[src/common/iph_params.svh]
/*
 constants for the i/o port, handshake and memory bus block.
 assumes a 100 MHz clock and an 8-bit AXI4-Lite byte address.
*/
`ifndef IPH_PARAMS_SVH
`define IPH_PARAMS_SVH

`define IPH_AXI_AW        8
`define IPH_ADDR_P0MODE   8'h00
`define IPH_ADDR_P0DATA   8'h04
`define IPH_ADDR_P2MODE   8'h08
`define IPH_ADDR_P2DATA   8'h0c
`define IPH_ADDR_GCFG     8'h10
`define IPH_ADDR_STATUS   8'h14
`define IPH_ADDR_MADDR    8'h18
`define IPH_ADDR_MDATA    8'h1c

`define IPH_P0_LOW_OUT    0
`define IPH_P0_HIGH_OUT   1
`define IPH_P0_LOW_ADDR   2
`define IPH_P0_HIGH_ADDR  3
`define IPH_P0_HS         4
`define IPH_P0_EXT        5
`define IPH_P0_HIZ        6
`define IPH_G_OPEN_DRAIN  0
`define IPH_G_LOW_EMI     1
`define IPH_G_P2_HS       2
`define IPH_M_WRITE       16

`define IPH_P0MODE_RST    7'h00
`define IPH_P0MODE_EXTPRG 7'h2c
`define IPH_P2MODE_RST    8'hff
`define IPH_GCFG_RST      3'h0

`define IPH_RESP_OKAY     2'b00
`define IPH_RESP_SLVERR   2'b10

`define IPH_CLK_NS        10
`define IPH_DAV_SETUP_NS  42
`define IPH_DAV_SETUP_CYC ((`IPH_DAV_SETUP_NS+`IPH_CLK_NS-1)/`IPH_CLK_NS)
`define IPH_DS_CYC        2
`define IPH_EXT_CYC       2
`define IPH_RST_STB_CYC   8

`endif

[src/common/iph_pkg.sv]
/*
 types for the i/o port, handshake and memory bus block.
 assumes the constants header is included by the design file.
*/
package iph_pkg;
	typedef enum logic [1:0] {
		HS_IDLE  = 2'b00,
		HS_SETUP = 2'b01,
		HS_WAIT  = 2'b10,
		HS_DONE  = 2'b11
	} iph_hs_state_t;

	typedef enum logic [2:0] {
		MB_RESET = 3'b000,
		MB_IDLE  = 3'b001,
		MB_ADDR  = 3'b010,
		MB_HOLD  = 3'b011,
		MB_DATA  = 3'b100
	} iph_mb_state_t;

	typedef struct packed {
		logic addressStrobeN;
		logic dataStrobeN;
		logic readWriteN;
	} iph_strobes_t;
endpackage

[src/iph_ports.sv]
/*
 two 8-bit i/o ports with strobed handshake, external memory strobes
 and an AXI4-Lite register slave. assumes all pin inputs are already
 synchronous to clock and that the pad ring resolves the three-signal
 pins (output enable low while driving).
*/
`include "iph_params.svh"
`timescale 1ns/100ps
`default_nettype none

module iph_handshake (
	// clock and reset
	input  wire logic       clock,
	input  wire logic       reset_n,
	// control
	input  wire logic       enable,
	input  wire logic       outMode,
	input  wire logic       writeStrobe,
	input  wire logic [7:0] writeData,
	input  wire logic       readStrobe,
	// pins
	input  wire logic [7:0] pinsIn,
	input  wire logic       davIn_n,
	input  wire logic       readyIn,
	output logic            davOut_n,
	output logic            readyOut,
	// state
	output logic [7:0]      dataOut,
	output logic [7:0]      rxData,
	output logic            busy,
	output logic            full
);
	iph_pkg::iph_hs_state_t state_reg, state_next;
	logic [7:0] data_reg, data_next;
	logic [7:0] rx_reg, rx_next;
	logic [3:0] cnt_reg, cnt_next;

	always_comb begin
		state_next = state_reg;
		data_next = data_reg;
		rx_next = rx_reg;
		cnt_next = cnt_reg;
		if (writeStrobe && state_reg == iph_pkg::HS_IDLE)
			data_next = writeData;
		case (state_reg)
		iph_pkg::HS_IDLE: begin
			cnt_next = 4'h0;
			if (enable && outMode && writeStrobe)
				state_next = iph_pkg::HS_SETUP;
			else if (enable && !outMode && !davIn_n) begin
				rx_next = pinsIn;
				state_next = iph_pkg::HS_WAIT;
			end
		end
		iph_pkg::HS_SETUP: begin
			cnt_next = cnt_reg + 4'h1;
			if (cnt_reg == 4'(`IPH_DAV_SETUP_CYC - 1))
				state_next = iph_pkg::HS_WAIT;
		end
		iph_pkg::HS_WAIT: begin
			if (outMode && !readyIn)
				state_next = iph_pkg::HS_DONE;
			else if (!outMode && readStrobe)
				state_next = iph_pkg::HS_DONE;
		end
		iph_pkg::HS_DONE: begin
			if (outMode ? readyIn : davIn_n)
				state_next = iph_pkg::HS_IDLE;
		end
		default: state_next = iph_pkg::HS_IDLE;
		endcase
		if (!enable)
			state_next = iph_pkg::HS_IDLE;
	end

	always_ff @(posedge clock or negedge reset_n) begin
		if (!reset_n) begin
			state_reg <= iph_pkg::HS_IDLE;
			data_reg <= 8'h00;
			rx_reg <= 8'h00;
			cnt_reg <= 4'h0;
		end else begin
			state_reg <= state_next;
			data_reg <= data_next;
			rx_reg <= rx_next;
			cnt_reg <= cnt_next;
		end
	end

	// ready falls in the same cycle as data-available, no clock lag
	assign readyOut = state_reg == iph_pkg::HS_IDLE && davIn_n;
	assign davOut_n = !(outMode && state_reg == iph_pkg::HS_WAIT);
	assign dataOut = data_reg;
	assign rxData = rx_reg;
	assign busy = outMode && state_reg != iph_pkg::HS_IDLE;
	assign full = !outMode && state_reg == iph_pkg::HS_WAIT;
endmodule

module iph_ports (
	// clock and reset
	input  wire logic                   clock,
	input  wire logic                   reset_n,
	// chip control
	input  wire logic                   external_program_select_n,
	input  wire logic                   stopRecovery,
	// axi4-lite slave
	input  wire logic [`IPH_AXI_AW-1:0] s_axi_awaddr,
	input  wire logic                   s_axi_awvalid,
	output logic                        s_axi_awready,
	input  wire logic [31:0]            s_axi_wdata,
	input  wire logic [3:0]             s_axi_wstrb,
	input  wire logic                   s_axi_wvalid,
	output logic                        s_axi_wready,
	output logic [1:0]                  s_axi_bresp,
	output logic                        s_axi_bvalid,
	input  wire logic                   s_axi_bready,
	input  wire logic [`IPH_AXI_AW-1:0] s_axi_araddr,
	input  wire logic                   s_axi_arvalid,
	output logic                        s_axi_arready,
	output logic [31:0]                 s_axi_rdata,
	output logic [1:0]                  s_axi_rresp,
	output logic                        s_axi_rvalid,
	input  wire logic                   s_axi_rready,
	// first port pins
	input  wire logic [7:0]             firstPortIn,
	output logic [7:0]                  firstPortOut,
	output logic [7:0]                  firstPortOe_n,
	// second port pins
	input  wire logic [7:0]             secondPortIn,
	output logic [7:0]                  secondPortOut,
	output logic [7:0]                  secondPortOe_n,
	// port 3 handshake lines 1, 2, 5, 6
	input  wire logic [3:0]             port3In,
	output logic [3:0]                  port3Out,
	output logic [3:0]                  port3Oe_n,
	// external memory bus (port 1 and strobes)
	input  wire logic [7:0]             port1In,
	output logic [7:0]                  port1Out,
	output logic [7:0]                  port1Oe_n,
	output iph_pkg::iph_strobes_t       strobes,
	output logic                        strobesOe_n,
	output logic                        lowEmission
);
	// oe low drives; open drain releases ones
	function automatic logic [7:0] driveOeN(input logic [7:0] outEn,
			input logic [7:0] val, input logic od, input logic hiz);
		driveOeN = ~outEn | (od ? val : 8'h00) | {8{hiz}};
	endfunction

	function automatic logic [31:0] mergeBytes(input logic [31:0] old,
			input logic [31:0] wd, input logic [3:0] st);
		for (int i = 0; i < 4; i++)
			mergeBytes[i*8 +: 8] = st[i] ? wd[i*8 +: 8] : old[i*8 +: 8];
	endfunction

	// register file and bus state
	logic [6:0]  p0mode_reg, p0mode_next;
	logic [7:0]  p2mode_reg, p2mode_next;
	logic [2:0]  gcfg_reg, gcfg_next;
	logic [16:0] maddr_reg, maddr_next;
	logic [7:0]  mdata_reg, mdata_next;
	logic        awHeld_reg, awHeld_next, wHeld_reg, wHeld_next;
	logic [7:0]  awa_reg, awa_next;
	logic [31:0] wd_reg, wd_next;
	logic [3:0]  ws_reg, ws_next;
	logic        bvalid_reg, bvalid_next, rvalid_reg, rvalid_next;
	logic [1:0]  bresp_reg, bresp_next, rresp_reg, rresp_next;
	logic [31:0] rdata_reg, rdata_next;
	iph_pkg::iph_mb_state_t mb_reg, mb_next;
	logic [3:0]  mcnt_reg, mcnt_next;

	logic        doWrite, doRead, memStart, p0Read, p2Read;
	logic        wP0, wP2;
	logic [31:0] merged, rdMux, maddrMerged;
	logic [7:0]  p0Data, p0Rx, p2Data, p2Rx;
	logic        p0Busy, p0Full, p2Busy, p2Full;
	logic        hs0, hs2, out0, out2;
	logic [7:0]  p0OutEn, p0Val;
	logic        hiz;

	assign hs0 = p0mode_reg[`IPH_P0_HS];
	assign out0 = p0mode_reg[`IPH_P0_HIGH_OUT];
	assign hs2 = gcfg_reg[`IPH_G_P2_HS];
	assign out2 = !p2mode_reg[7];
	assign hiz = p0mode_reg[`IPH_P0_HIZ];

	assign doWrite = awHeld_reg && wHeld_reg && !bvalid_reg;
	assign doRead = s_axi_arvalid && s_axi_arready;
	assign merged = mergeBytes(32'h0, wd_reg, ws_reg);
	assign maddrMerged = mergeBytes({15'h0, maddr_reg}, wd_reg, ws_reg);
	assign wP0 = doWrite && awa_reg == `IPH_ADDR_P0DATA && ws_reg[0];
	assign wP2 = doWrite && awa_reg == `IPH_ADDR_P2DATA && ws_reg[0];
	assign memStart = doWrite && awa_reg == `IPH_ADDR_MADDR &&
		mb_reg == iph_pkg::MB_IDLE;
	assign p0Read = doRead && s_axi_araddr == `IPH_ADDR_P0DATA;
	assign p2Read = doRead && s_axi_araddr == `IPH_ADDR_P2DATA;

	always_comb begin
		case (s_axi_araddr)
		`IPH_ADDR_P0MODE: rdMux = {25'h0, p0mode_reg};
		`IPH_ADDR_P0DATA: rdMux = {24'h0, hs0 && !out0 ? p0Rx : firstPortIn};
		`IPH_ADDR_P2MODE: rdMux = {24'h0, p2mode_reg};
		`IPH_ADDR_P2DATA: rdMux = {24'h0, hs2 && !out2 ? p2Rx : secondPortIn};
		`IPH_ADDR_GCFG:   rdMux = {29'h0, gcfg_reg};
		`IPH_ADDR_STATUS: rdMux = {26'h0, mb_reg == iph_pkg::MB_RESET,
			mb_reg != iph_pkg::MB_IDLE, p2Full, p2Busy, p0Full, p0Busy};
		`IPH_ADDR_MADDR:  rdMux = {15'h0, maddr_reg};
		`IPH_ADDR_MDATA:  rdMux = {24'h0, mdata_reg};
		default:          rdMux = 32'h0;
		endcase
	end

	// bus slave; address and data may arrive in either order
	always_comb begin
		awHeld_next = awHeld_reg;
		wHeld_next = wHeld_reg;
		awa_next = awa_reg;
		wd_next = wd_reg;
		ws_next = ws_reg;
		bvalid_next = bvalid_reg;
		bresp_next = bresp_reg;
		rvalid_next = rvalid_reg;
		rresp_next = rresp_reg;
		rdata_next = rdata_reg;
		if (s_axi_awvalid && s_axi_awready) begin
			awHeld_next = 1'b1;
			awa_next = s_axi_awaddr;
		end
		if (s_axi_wvalid && s_axi_wready) begin
			wHeld_next = 1'b1;
			wd_next = s_axi_wdata;
			ws_next = s_axi_wstrb;
		end
		if (doWrite) begin
			awHeld_next = 1'b0;
			wHeld_next = 1'b0;
			bvalid_next = 1'b1;
			bresp_next = (awa_reg > `IPH_ADDR_MDATA || awa_reg[1:0] != 2'b00)
				? `IPH_RESP_SLVERR : `IPH_RESP_OKAY;
		end else if (bvalid_reg && s_axi_bready)
			bvalid_next = 1'b0;
		if (doRead) begin
			rvalid_next = 1'b1;
			rdata_next = rdMux;
			rresp_next = (s_axi_araddr > `IPH_ADDR_MDATA ||
				s_axi_araddr[1:0] != 2'b00) ? `IPH_RESP_SLVERR
				: `IPH_RESP_OKAY;
		end else if (rvalid_reg && s_axi_rready)
			rvalid_next = 1'b0;
	end

	// configuration registers, strap and stop recovery
	always_comb begin
		p0mode_next = p0mode_reg;
		p2mode_next = p2mode_reg;
		gcfg_next = gcfg_reg;
		maddr_next = maddr_reg;
		if (doWrite && awa_reg == `IPH_ADDR_P0MODE && ws_reg[0])
			p0mode_next = merged[6:0];
		if (doWrite && awa_reg == `IPH_ADDR_P2MODE && ws_reg[0])
			p2mode_next = merged[7:0];
		if (doWrite && awa_reg == `IPH_ADDR_GCFG && ws_reg[0])
			gcfg_next = merged[2:0];
		if (memStart)
			maddr_next = maddrMerged[16:0];
		// strap is sampled on the last reset strobe cycle
		if (mb_reg == iph_pkg::MB_RESET &&
				mcnt_reg == 4'(`IPH_RST_STB_CYC - 1))
			p0mode_next = external_program_select_n ? `IPH_P0MODE_RST
				: `IPH_P0MODE_EXTPRG;
		// only the first port setup returns to reset state
		if (stopRecovery)
			p0mode_next = `IPH_P0MODE_RST;
	end

	// memory bus sequencer
	always_comb begin
		mb_next = mb_reg;
		mcnt_next = mcnt_reg + 4'h1;
		mdata_next = mdata_reg;
		if (doWrite && awa_reg == `IPH_ADDR_MDATA && ws_reg[0] &&
				mb_reg == iph_pkg::MB_IDLE)
			mdata_next = merged[7:0];
		case (mb_reg)
		iph_pkg::MB_RESET:
			if (mcnt_reg == 4'(`IPH_RST_STB_CYC - 1))
				mb_next = iph_pkg::MB_IDLE;
		iph_pkg::MB_IDLE: begin
			mcnt_next = 4'h0;
			if (memStart)
				mb_next = iph_pkg::MB_ADDR;
		end
		iph_pkg::MB_ADDR: begin
			mcnt_next = 4'h0;
			mb_next = iph_pkg::MB_HOLD;
		end
		iph_pkg::MB_HOLD: begin
			mcnt_next = 4'h0;
			mb_next = iph_pkg::MB_DATA;
		end
		iph_pkg::MB_DATA: begin
			// extended timing stretches the strobe for slow memory
			if (mcnt_reg == (p0mode_reg[`IPH_P0_EXT]
					? 4'(`IPH_DS_CYC + `IPH_EXT_CYC - 1)
					: 4'(`IPH_DS_CYC - 1))) begin
				mb_next = iph_pkg::MB_IDLE;
				if (!maddr_reg[`IPH_M_WRITE])
					mdata_next = port1In;
			end
		end
		default: mb_next = iph_pkg::MB_IDLE;
		endcase
	end

	always_ff @(posedge clock or negedge reset_n) begin
		if (!reset_n) begin
			p0mode_reg <= `IPH_P0MODE_RST;
			p2mode_reg <= `IPH_P2MODE_RST;
			gcfg_reg <= `IPH_GCFG_RST;
			maddr_reg <= 17'h0;
			mdata_reg <= 8'h00;
			awHeld_reg <= 1'b0;
			wHeld_reg <= 1'b0;
			awa_reg <= 8'h00;
			wd_reg <= 32'h0;
			ws_reg <= 4'h0;
			bvalid_reg <= 1'b0;
			bresp_reg <= `IPH_RESP_OKAY;
			rvalid_reg <= 1'b0;
			rresp_reg <= `IPH_RESP_OKAY;
			rdata_reg <= 32'h0;
			mb_reg <= iph_pkg::MB_RESET;
			mcnt_reg <= 4'h0;
		end else begin
			p0mode_reg <= p0mode_next;
			p2mode_reg <= p2mode_next;
			gcfg_reg <= gcfg_next;
			maddr_reg <= maddr_next;
			mdata_reg <= mdata_next;
			awHeld_reg <= awHeld_next;
			wHeld_reg <= wHeld_next;
			awa_reg <= awa_next;
			wd_reg <= wd_next;
			ws_reg <= ws_next;
			bvalid_reg <= bvalid_next;
			bresp_reg <= bresp_next;
			rvalid_reg <= rvalid_next;
			rresp_reg <= rresp_next;
			rdata_reg <= rdata_next;
			mb_reg <= mb_next;
			mcnt_reg <= mcnt_next;
		end
	end

	assign s_axi_awready = !awHeld_reg && !bvalid_reg;
	assign s_axi_wready = !wHeld_reg && !bvalid_reg;
	assign s_axi_bvalid = bvalid_reg;
	assign s_axi_bresp = bresp_reg;
	assign s_axi_arready = !rvalid_reg;
	assign s_axi_rvalid = rvalid_reg;
	assign s_axi_rresp = rresp_reg;
	assign s_axi_rdata = rdata_reg;

	iph_handshake firstChannel (
		.clock       (clock),
		.reset_n     (reset_n),
		.enable      (hs0),
		.outMode     (out0),
		.writeStrobe (wP0),
		.writeData   (merged[7:0]),
		.readStrobe  (p0Read),
		.pinsIn      (firstPortIn),
		.davIn_n     (port3In[1]),
		.readyIn     (port3In[2]),
		.davOut_n    (port3Out[1]),
		.readyOut    (port3Out[2]),
		.dataOut     (p0Data),
		.rxData      (p0Rx),
		.busy        (p0Busy),
		.full        (p0Full)
	);

	iph_handshake secondChannel (
		.clock       (clock),
		.reset_n     (reset_n),
		.enable      (hs2),
		.outMode     (out2),
		.writeStrobe (wP2),
		.writeData   (merged[7:0]),
		.readStrobe  (p2Read),
		.pinsIn      (secondPortIn),
		.davIn_n     (port3In[0]),
		.readyIn     (port3In[3]),
		.davOut_n    (port3Out[0]),
		.readyOut    (port3Out[3]),
		.dataOut     (p2Data),
		.rxData      (p2Rx),
		.busy        (p2Busy),
		.full        (p2Full)
	);

	// bit order: 0 line1, 1 line2, 2 line5, 3 line6
	assign port3Oe_n = {!(hs2 && !out2), !(hs0 && !out0),
		!(hs0 && out0), !(hs2 && out2)};

	assign p0OutEn = {{4{p0mode_reg[`IPH_P0_HIGH_OUT] ||
		p0mode_reg[`IPH_P0_HIGH_ADDR]}}, {4{p0mode_reg[`IPH_P0_LOW_OUT] ||
		p0mode_reg[`IPH_P0_LOW_ADDR]}}};
	assign p0Val = {p0mode_reg[`IPH_P0_HIGH_ADDR] ? maddr_reg[15:12]
		: p0Data[7:4], p0mode_reg[`IPH_P0_LOW_ADDR] ? maddr_reg[11:8]
		: p0Data[3:0]};
	assign firstPortOut = p0Val;
	assign firstPortOe_n = driveOeN(p0OutEn, p0Val,
		gcfg_reg[`IPH_G_OPEN_DRAIN], hiz);
	assign secondPortOut = p2Data;
	assign secondPortOe_n = driveOeN(~p2mode_reg, p2Data,
		gcfg_reg[`IPH_G_OPEN_DRAIN], 1'b0);
	assign lowEmission = gcfg_reg[`IPH_G_LOW_EMI];

	// port 1 carries the low address then write data
	assign port1Out = mb_reg == iph_pkg::MB_DATA ? mdata_reg
		: maddr_reg[7:0];
	assign port1Oe_n = {8{hiz || !(mb_reg == iph_pkg::MB_ADDR ||
		mb_reg == iph_pkg::MB_HOLD || (mb_reg == iph_pkg::MB_DATA &&
		maddr_reg[`IPH_M_WRITE]))}};
	assign strobes.addressStrobeN = mb_reg == iph_pkg::MB_RESET
		? mcnt_reg[0] : mb_reg != iph_pkg::MB_ADDR;
	assign strobes.dataStrobeN = mb_reg != iph_pkg::MB_RESET &&
		mb_reg != iph_pkg::MB_DATA;
	assign strobes.readWriteN = !(maddr_reg[`IPH_M_WRITE] &&
		(mb_reg == iph_pkg::MB_HOLD || mb_reg == iph_pkg::MB_DATA));
	assign strobesOe_n = hiz;
endmodule

`default_nettype wire

[config.mk]
export PLATFORM = sky130hd
export DESIGN_NAME = iph_ports
export DESIGN_NICKNAME = d
export VERILOG_FILES = /design/src/common/iph_pkg.sv /design/src/iph_ports.sv
export VERILOG_INCLUDE_DIRS = /design/src /design/src/common
export SDC_FILE = /design/constraint.sdc
export NUM_CORES = 1
export LEC_CHECK = 0
export BUFFER_PORTS_ARGS = -buffer_cell sky130_fd_sc_hd__buf_2
export CAP_MARGIN = 25
export CELL_PAD_IN_SITES_DETAIL_PLACEMENT = 1
export CELL_PAD_IN_SITES_GLOBAL_PLACEMENT = 1
export CORE_ASPECT_RATIO = 0.8
export CORE_MARGIN = 4
export CORE_UTILIZATION = 37
export DETAILED_ROUTE_END_ITERATION = 7
export PLACE_DENSITY_LB_ADDON = 0.1
export SKIP_LAST_GASP = 1
export SLEW_MARGIN = 30
export SYNTH_ARGS = -nofsm -noshare
export SYNTH_HDL_FRONTEND = slang
export SYNTH_SLANG_ARGS = --single-unit
[constraint.sdc]
create_clock -name clock -period 2.11 [get_ports clock]
set_input_delay 0.422 -clock clock [delete_from_list [all_inputs] [get_ports clock]]
set_output_delay 0.422 -clock clock [all_outputs]
set_load 0.01 [all_outputs]
==> metrics.md, run 1 <==
| Metric | Value |
|---|---|
| Pins Over Slew Limit | `0` |
| FP Rows | `46` |
| Synthesis Warnings | `0` |
| Area contributors post-synth | `dfrtp_1 46%, mux2_2 13%, mux2i_1 3.6%, nand2_1 3.2%, buf_4 2.8%` |
| Peak Freq | `450 MHz` |
| RSZ-0062 raised after global routing | `true` |
| Tightest Pin Transition | `approximately 530 ps` |
| Worst Setup End Kind | `flip-flop` |
| Vias/cell | `between 5 and 6` |
| Violated checks | `negative setup slack` |
| Crit start category | `flip-flop` |
| DIE AREA | `approximately 0.023 sq mm` |
| Drt pass-1 iters | `5` |
| Total track usage | `0.220` |
| Nets@finish | `998` |
| Post-route cell area | `roughly 0.01 sq mm` |
| Hold path depth | `2` |
| H-tree Lvls | `4` |
| R2R cell count | `5` |
| Initial core utilization | `0.378` |
| Yosys reg bits | `145` |
| DRC errors left | `0` |
| # fillers | `2,252` |
| Fin Hold WS | `193 ps` |
| Post-DP Area | `0.00878 sq mm` |
| # diodes | `0` |
| Multi-input logic area | `approximately 0.0036 sq mm` |
| Synth cell types | `between 60 and 70` |
| Worst-path clk slew | `about 70 ps` |
| Total CTS buffers | `17` |
| Cell internal pwr | `a little under 6 mW` |
| Drt first-iter violations | `around 340` |
| Number of global-route vias before repair | `~6,600` |
| Ratio of cells with drive above 1 in the final layout | `0.435` |
| Leakage Power | `about 4.8 nW` |
| Clock Skew | `a little over 9 ps` |
| Final period utilization | `1.05` |
| Setup CP Type | `reg -> reg` |
| Num ports | `191` |
| Hold endpoint | `s_axi_rvalid$_DFFE_PN0P_` |
| Worst slack at placement | `-161 ps` |
| Final hold vios | `0` |
| Total wire length | `~25 mm` |
| Die Height | `between 100 and 150 microns` |
| Combinational power share | `0.197` |
| Routability cong. | `around 0.93` |
| Main synth FF type | `dfrtp_1` |
| Async SR Flop Fraction | `1.00` |
| Synth Instances | `roughly 700` |
| First-pass GRT wire length | `about 39 mm` |
| Sequential share of power | `0.431` |
| Netlist Area Pre-Place | `0.00753 sq mm` |
| Sw Ratio | `0.312` |
| Net Switching | `roughly 2.7 mW` |
| Setup violators final | `23` |
| Sequential share of the synthesized area | `0.483` |
| EDFF count, synth | `0` |
| Core area | `between 0.015 and 0.02 sq mm` |
| Post-DRT Antenna Nets | `0` |
| CTS root buf | `clkbuf_16` |
| HPWL Detailed | `19.0 mm` |
| Setup ws final | `-112 ps` |
| Hold Startpoint | `s_axi_rready` |
| Vias | `6,151` |
| Worst min path class | `in -> reg` |
| Slew HR | `0.650` |
| Top cell type's share of synthesized area | `0.455` |
| GRT overflow | `0` |
| Inst Count DP | `1,125` |
| Setup Total Neg Slack | `-1440 ps` |
| Clock Sink Count | `around 150` |
| Area Overhead vs Synth | `29.3%` |
| Max Cap Viol | `0` |
| Reg2reg setup slack | `-110 ps` |
| Syn Area/Cell | `~11 sq um` |
| Status | `finished, violations left` |
| WL/cell | `about 21 microns` |
| CTS max path bufs | `2` |
| CTS tree | `built` |
| Initial antenna violation count | `0` |
| Die width | `167 microns` |
| Crit path arrival time | `about 2600 ps` |
| Reg2Reg Capture Point | `p2mode_reg[3]$_DFFE_PN1P_` |
| Reg-to-Reg Start | `awa_reg[1]$_DFFE_PN0P_` |
| Final core utilization | `0.489` |
| Layout Cells excl Fill | `roughly 1,200` |
| Tmin final | `roughly 2200 ps` |
| Reg area | `0.00364 sq mm` |
| IO Port Bufs | `between 150 and 200` |
| Largest fanout on the critical path | `16` |
| Maximum vdd drop | `between 0.6 and 0.7 mV` |
| Worst Path Required | `approximately 2500 ps` |
| Largest net degree at the start of global routing | `49` |
| Clock power frac | `0.372` |
| Pwr Total | `8.59 mW` |
| Post-synth top area cell | `dfrtp_1` |
| Clock Latency Late Sink | `~430 ps` |
| PD cells | `just under 900 mW/mm^2` |
-- synthesized netlist by cell type (3+ instances only) --
| library cell | n |
|---|---|
| xnor2_1 | 3 |
| a22o_1 | 12 |
| buf_4 | 28 |
| nor2_1 | 32 |
| nand3b_1 | 6 |
| o21ai_0 | 42 |
| nand3_1 | 18 |
| nand2b_1 | 9 |
| mux2i_1 | 27 |
| inv_1 | 26 |
| a211oi_1 | 6 |
| and2_1 | 3 |
| a31oi_1 | 7 |
| dfstp_2 | 8 |
| o21ai_2 | 8 |
| nand4_1 | 3 |
| mux2_2 | 86 |
| a22oi_1 | 6 |
| xor2_1 | 3 |
| mux2_1 | 3 |
| nor3_1 | 12 |
| o22ai_1 | 5 |
| dfrtp_1 | 137 |
| clkbuf_1 | 31 |
| nand2_1 | 64 |
| ha_1 | 13 |
| and3_1 | 5 |
| a21oi_1 | 24 |
| o31ai_1 | 3 |
| a21o_1 | 20 |
| nor2b_1 | 6 |
-- cell usage in the layout, fill, tap and decap left out, types with 4 or more instances in the layout --
master | netlist | layout
buf_2 | 0 | 149
dfrtp_1 | 137 | 134
mux2_2 | 86 | 82
nand2_1 | 64 | 60
buf_4 | 28 | 54
o21ai_0 | 42 | 36
nor2_1 | 32 | 31
inv_1 | 26 | 26
mux2i_1 | 27 | 25
a21oi_1 | 24 | 22
a21o_1 | 20 | 20
conb_1 | 1 | 17
clkbuf_16 | 0 | 17
buf_6 | 2 | 17
nand3_1 | 18 | 16
ha_1 | 13 | 13
a22o_1 | 12 | 12
o21ai_2 | 8 | 10
nand2b_1 | 9 | 9
nor3_1 | 12 | 9
dfstp_2 | 8 | 8
a31oi_1 | 7 | 7
nand3b_1 | 6 | 6
a22oi_1 | 6 | 6
a211oi_1 | 6 | 6
mux2_4 | 0 | 5
nor2b_1 | 6 | 5
and3_1 | 5 | 5
o22ai_1 | 5 | 5
o21ai_1 | 0 | 4
nand2_2 | 2 | 4
inv_6 | 0 | 4
-- timing repair --
action	in CTS	in global routing
buffers inserted	8	6
hold buffers	1	0
pin swaps	4	10
cloned	0	2
hold endpoints to repair	40	0
endpoints found under the setup margin	61	69
resized for setup	20	38
-- critical path: stages (launching register included) --
cell     delay [ps]
dfrtp_1         390
or3_4           400
or4_4           480
or4b_4          680
nand2_1         130
o21ai_2          60
-- how the worst max path moves through the flow --
stage	depth (start not counted)	slack (ps)	startpoint	to
finish	5	-110	awa_reg[1]$_DFFE_PN0P_	p2mode_reg[3]$_DFFE_PN1P_
global route	6	-170	awa_reg[1]$_DFFE_PN0P_	p0mode_reg[2]$_DFFE_PN0P_
CTS	6	-120	awa_reg[1]$_DFFE_PN0P_	p0mode_reg[2]$_DFFE_PN0P_
detailed placement	6	-160	awa_reg[1]$_DFFE_PN0P_	p0mode_reg[1]$_DFFE_PN0P_
global placement	6	-80	awa_reg[1]$_DFFE_PN0P_	p0mode_reg[4]$_DFFE_PN0P_
floorplan	7	-100	s_axi_bvalid$_DFFE_PN0P_	p2mode_reg[6]$_DFFE_PN1P_
-- routing by layer --
layer / part of all wire / GRT usage / wire, microns
met2: 0.48 / 0.365 / 12100
met5: 0 / 0 / 0
met3: 0.037 / 0.0394 / 931
met4: 0.010 / 0.0455 / 259
met1: 0.47 / 0.307 / 11800
-- layout make-up --
cell class / count / area share
timing repair buffer: 224 / 0.145
clock buffer: 19 / 0.0455
multi-input combinational: 482 / 0.373
sequential: 145 / 0.374
tap: 264 / 0.0339
clock inverter: 13 / 0.0180
inverter: 26 / 0.0100
-- logic make-up (layout without fill, tap and decap cells) --
family                   Yosys count  after routing  synth area share
other                              1             17          0.000498
adder cells (fa/ha/maj)           13             13            0.0216
multiplexers                     117            117             0.172
flip-flops                       145            145             0.483
XOR/XNOR                           6              6           0.00698
AO/OA/AOI/OAI                    146            146             0.127
AND/OR/NAND/NOR                  183            183             0.129
buffers and inverters             88            282            0.0598
-- power groups by stage --
stage | registers (mW) | clock network (mW) | logic (mW)
2_1_floorplan | 3.52 | 0 | 0.998
3_3_place_gp | 3.69 | 0 | 1.56
3_5_place_dp | 3.73 | 0 | 1.62
4_1_cts | 3.69 | 3.27 | 1.67
5_1_grt | 3.76 | 3.40 | 1.86
6_report | 3.70 | 3.19 | 1.69
No activity file was read; power rests on OpenSTA's default activity.
==> run 2: changes to the inputs <==
- CORE_UTILIZATION: 37 -> 40
- GPL_TIMING_DRIVEN: not set -> 0
- clock period: 2.11 -> 2.15 ns (I/O delays scaled with it)
==> metrics.md, run 2 (synthesis gave the netlist of run 1 again) <==
| Metric | Value |
|---|---|
| CTS tree | `built (unchanged)` |
| Final period utilization | `1.07 (was 1.05)` |
| RSZ-0062 raised after global routing | `true (unchanged)` |
| Clock Sink Count | `145 (unchanged)` |
| Crit start category | `flip-flop (unchanged)` |
| Vias/cell | `5.36 (was 5.24)` |
| Clock Skew | `7.58 ps (was 9.26 ps)` |
| Largest fanout on the critical path | `4 (was 16)` |
| Largest net degree at the start of global routing | `78 (was 49)` |
| Drt pass-1 iters | `5 (unchanged)` |
| Total CTS buffers | `17 (unchanged)` |
| DIE AREA | `0.0211 sq mm (was 0.0227 sq mm)` |
| Reg2Reg Capture Point | `p2mode_reg[4]$_DFFE_PN1P_ (was p2mode_reg[3]$_DFFE_PN1P_)` |
| DRC errors left | `0 (unchanged)` |
| Worst Setup End Kind | `flip-flop (unchanged)` |
| Clock Latency Late Sink | `430 ps (about the same)` |
| Post-DP Area | `0.00874 sq mm (was 0.00878 sq mm)` |
| Slew HR | `0.292 (was 0.650)` |
| Total wire length | `25.5 mm (was 25.2 mm)` |
| # fillers | `2,032 (was 2,252)` |
| Total track usage | `0.239 (was 0.220)` |
| Worst Path Required | `2500 ps (was 2460 ps)` |
| GRT overflow | `0 (unchanged)` |
| Post-route cell area | `0.00998 sq mm (was 0.00974 sq mm)` |
| Max Cap Viol | `0 (unchanged)` |
| Routability cong. | `0.922 (was 0.931)` |
| Crit path arrival time | `2660 ps (was 2570 ps)` |
| Fin Hold WS | `178 ps (was 193 ps)` |
| Die Height | `131 microns (was 136 microns)` |
| Crit path from | `awa_reg[5]$_DFFE_PN0P_ (was awa_reg[1]$_DFFE_PN0P_)` |
| R2R cell count | `6 (was 5)` |
| Initial core utilization | `0.411 (was 0.378)` |
| Leakage Power | `4.89 nW (was 4.77 nW)` |
| Status | `finished, violations left (unchanged)` |
| Setup Total Neg Slack | `-1960 ps (was -1440 ps)` |
| Reg2reg setup slack | `-160 ps (was -110 ps)` |
| Worst setup path endpoint | `p2mode_reg[4]$_DFFE_PN1P_ (was p2mode_reg[3]$_DFFE_PN1P_)` |
| Maximum vdd drop | `0.532 mV (was 0.665 mV)` |
| WL/cell | `21.5 microns (about the same)` |
| FP Rows | `44 (was 46)` |
| CTS max path bufs | `2 (unchanged)` |
| Peak Freq | `434 MHz (was 450 MHz)` |
| Setup violators final | `39 (was 23)` |
| Setup ws final | `-156 ps (was -112 ps)` |
| Commonest non-fill, non-tap cell in the layout | `buf_2 (unchanged)` |
| Pins Over Slew Limit | `0 (unchanged)` |
| Num ports | `191 (unchanged)` |
| Drt first-iter violations | `437 (was 337)` |
| Inst Count DP | `1,126 (was 1,125)` |
| Vias | `6,343 (was 6,151)` |
| Reg-to-Reg Start | `awa_reg[5]$_DFFE_PN0P_ (was awa_reg[1]$_DFFE_PN0P_)` |
| Die width | `161 microns (was 167 microns)` |
| Post-DRT Antenna Nets | `0 (unchanged)` |
| Area Overhead vs Synth | `32.6% (was 29.3%)` |
| # diodes | `0 (unchanged)` |
| HPWL Detailed | `18.2 mm (was 19.0 mm)` |
| CTS root buf | `clkbuf_16 (unchanged)` |
| Ratio of cells with drive above 1 in the final layout | `0.456 (was 0.435)` |
| Violated checks | `negative setup slack (unchanged)` |
| Worst-path clk slew | `70 ps (about the same)` |
| Layout Cells excl Fill | `1,184 (was 1,173)` |
| Core area | `0.0183 sq mm (was 0.0199 sq mm)` |
| Tmin final | `2310 ps (was 2220 ps)` |
| Worst min path class | `in -> reg (unchanged)` |
| Tightest Pin Transition | `1050 ps (was 525 ps)` |
| Nets@finish | `1,020 (was 998)` |
| Final hold vios | `0 (unchanged)` |
| Final core utilization | `0.545 (was 0.489)` |
| IO Port Bufs | `157 (unchanged)` |
| PD cells | `814 mW/mm^2 (was 882 mW/mm^2)` |
| Most frequent cells in the layout | `148 x buf_2, 133 x dfrtp_1, 79 x mux2_2, 59 x nand2_1, 52 x buf_4 (was 149 x buf_2, 134 x dfrtp_1, 82 x mux2_2, 60 x nand2_1, 54 x buf_4)` |
| First-pass GRT wire length | `38.8 mm (was 38.7 mm)` |
| Setup CP Type | `reg -> reg (unchanged)` |
| H-tree Lvls | `4 (unchanged)` |
| Initial antenna violation count | `0 (unchanged)` |
| Number of global-route vias before repair | `6,725 (was 6,641)` |
==> run 2: changes by cell type in the layout (fill, tap and decap cells not counted), sizes merged <==
cell / before / now
bufinv: 3 / 0
buf: 223 / 227
inv: 31 / 34
clkbuf: 19 / 35
clkinvlp: 1 / 4
clkinv: 4 / 3
==> run 2: layer usage <==
layer	track usage	up-vias	share of wire
met5	0	-	0
met4	0.0577	0	0.014
met3	0.0561	30	0.051
met2	0.398	185	0.49
met1	0.321	3226	0.45
li1	-	2902	-
==> run 2: through the flow <==
stage	total power, mW	worst slack [ps]
floorplan	4.43	-55.7
global placement	5.05	-1430
detailed placement	5.15	-854
CTS	8.05	-159
global route	8.53	-206
finish	8.13	-156
==> run 2: power breakdown <==
part,total [mW],switching (mW),internal [mW],leakage [nW]
clock network,2.83,1.32,1.51,0.260
registers,3.60,0.445,3.15,1.88
logic,1.71,0.956,0.753,2.75
==> run 2: layout make-up <==
class	instances	area (sq um)	share of cell area
Clock inverter	15	125	0.0125
Tap cell	253	317	0.0317
Sequential cell	145	3640	0.365
Inverter	26	97.6	0.00977
Buffer	52	375	0.0376
Multi-Input combinational cell	482	3800	0.380
Clock buffer	17	425	0.0426
Timing Repair Buffer	194	1200	0.121
==> run 2: worst max-delay path: stages (launching register included) <==
cell and delay [ps]:
dfrtp_1 380, or3_4 410, or4_4 540, or4b_4 590
buf_4 170, nand2_1 80, o21ai_2 60
==> run 2: worst min-delay path by stage <==
stage,to,cells past startpoint,from
5_1_grt,s_axi_bvalid$_DFFE_PN0P_,2,s_axi_bready
4_1_cts,s_axi_rvalid$_DFFE_PN0P_,2,s_axi_rready
3_5_place_dp,wd_reg[16]$_DFFE_PN0P_,1,reset_n
2_1_floorplan,awHeld_reg$_DFFE_PN0P_,0,reset_n
3_3_place_gp,firstChannel.dataOut[6]$_DFFE_PN0P_,2,firstChannel.dataOut[6]$_DFFE_PN0P_
6_report,s_axi_rvalid$_DFFE_PN0P_,2,s_axi_rready
==> run 2: timing repair <==
item / in CTS / in global routing
pin swaps: 9 / 13
gates resized for setup: 56 / 66
gates cloned: 1 / 0
setup endpoints to repair: 128 / 102
hold endpoints to repair: 1 / 0
setup buffers: 19 / 15
hold buffers: 1 / 0
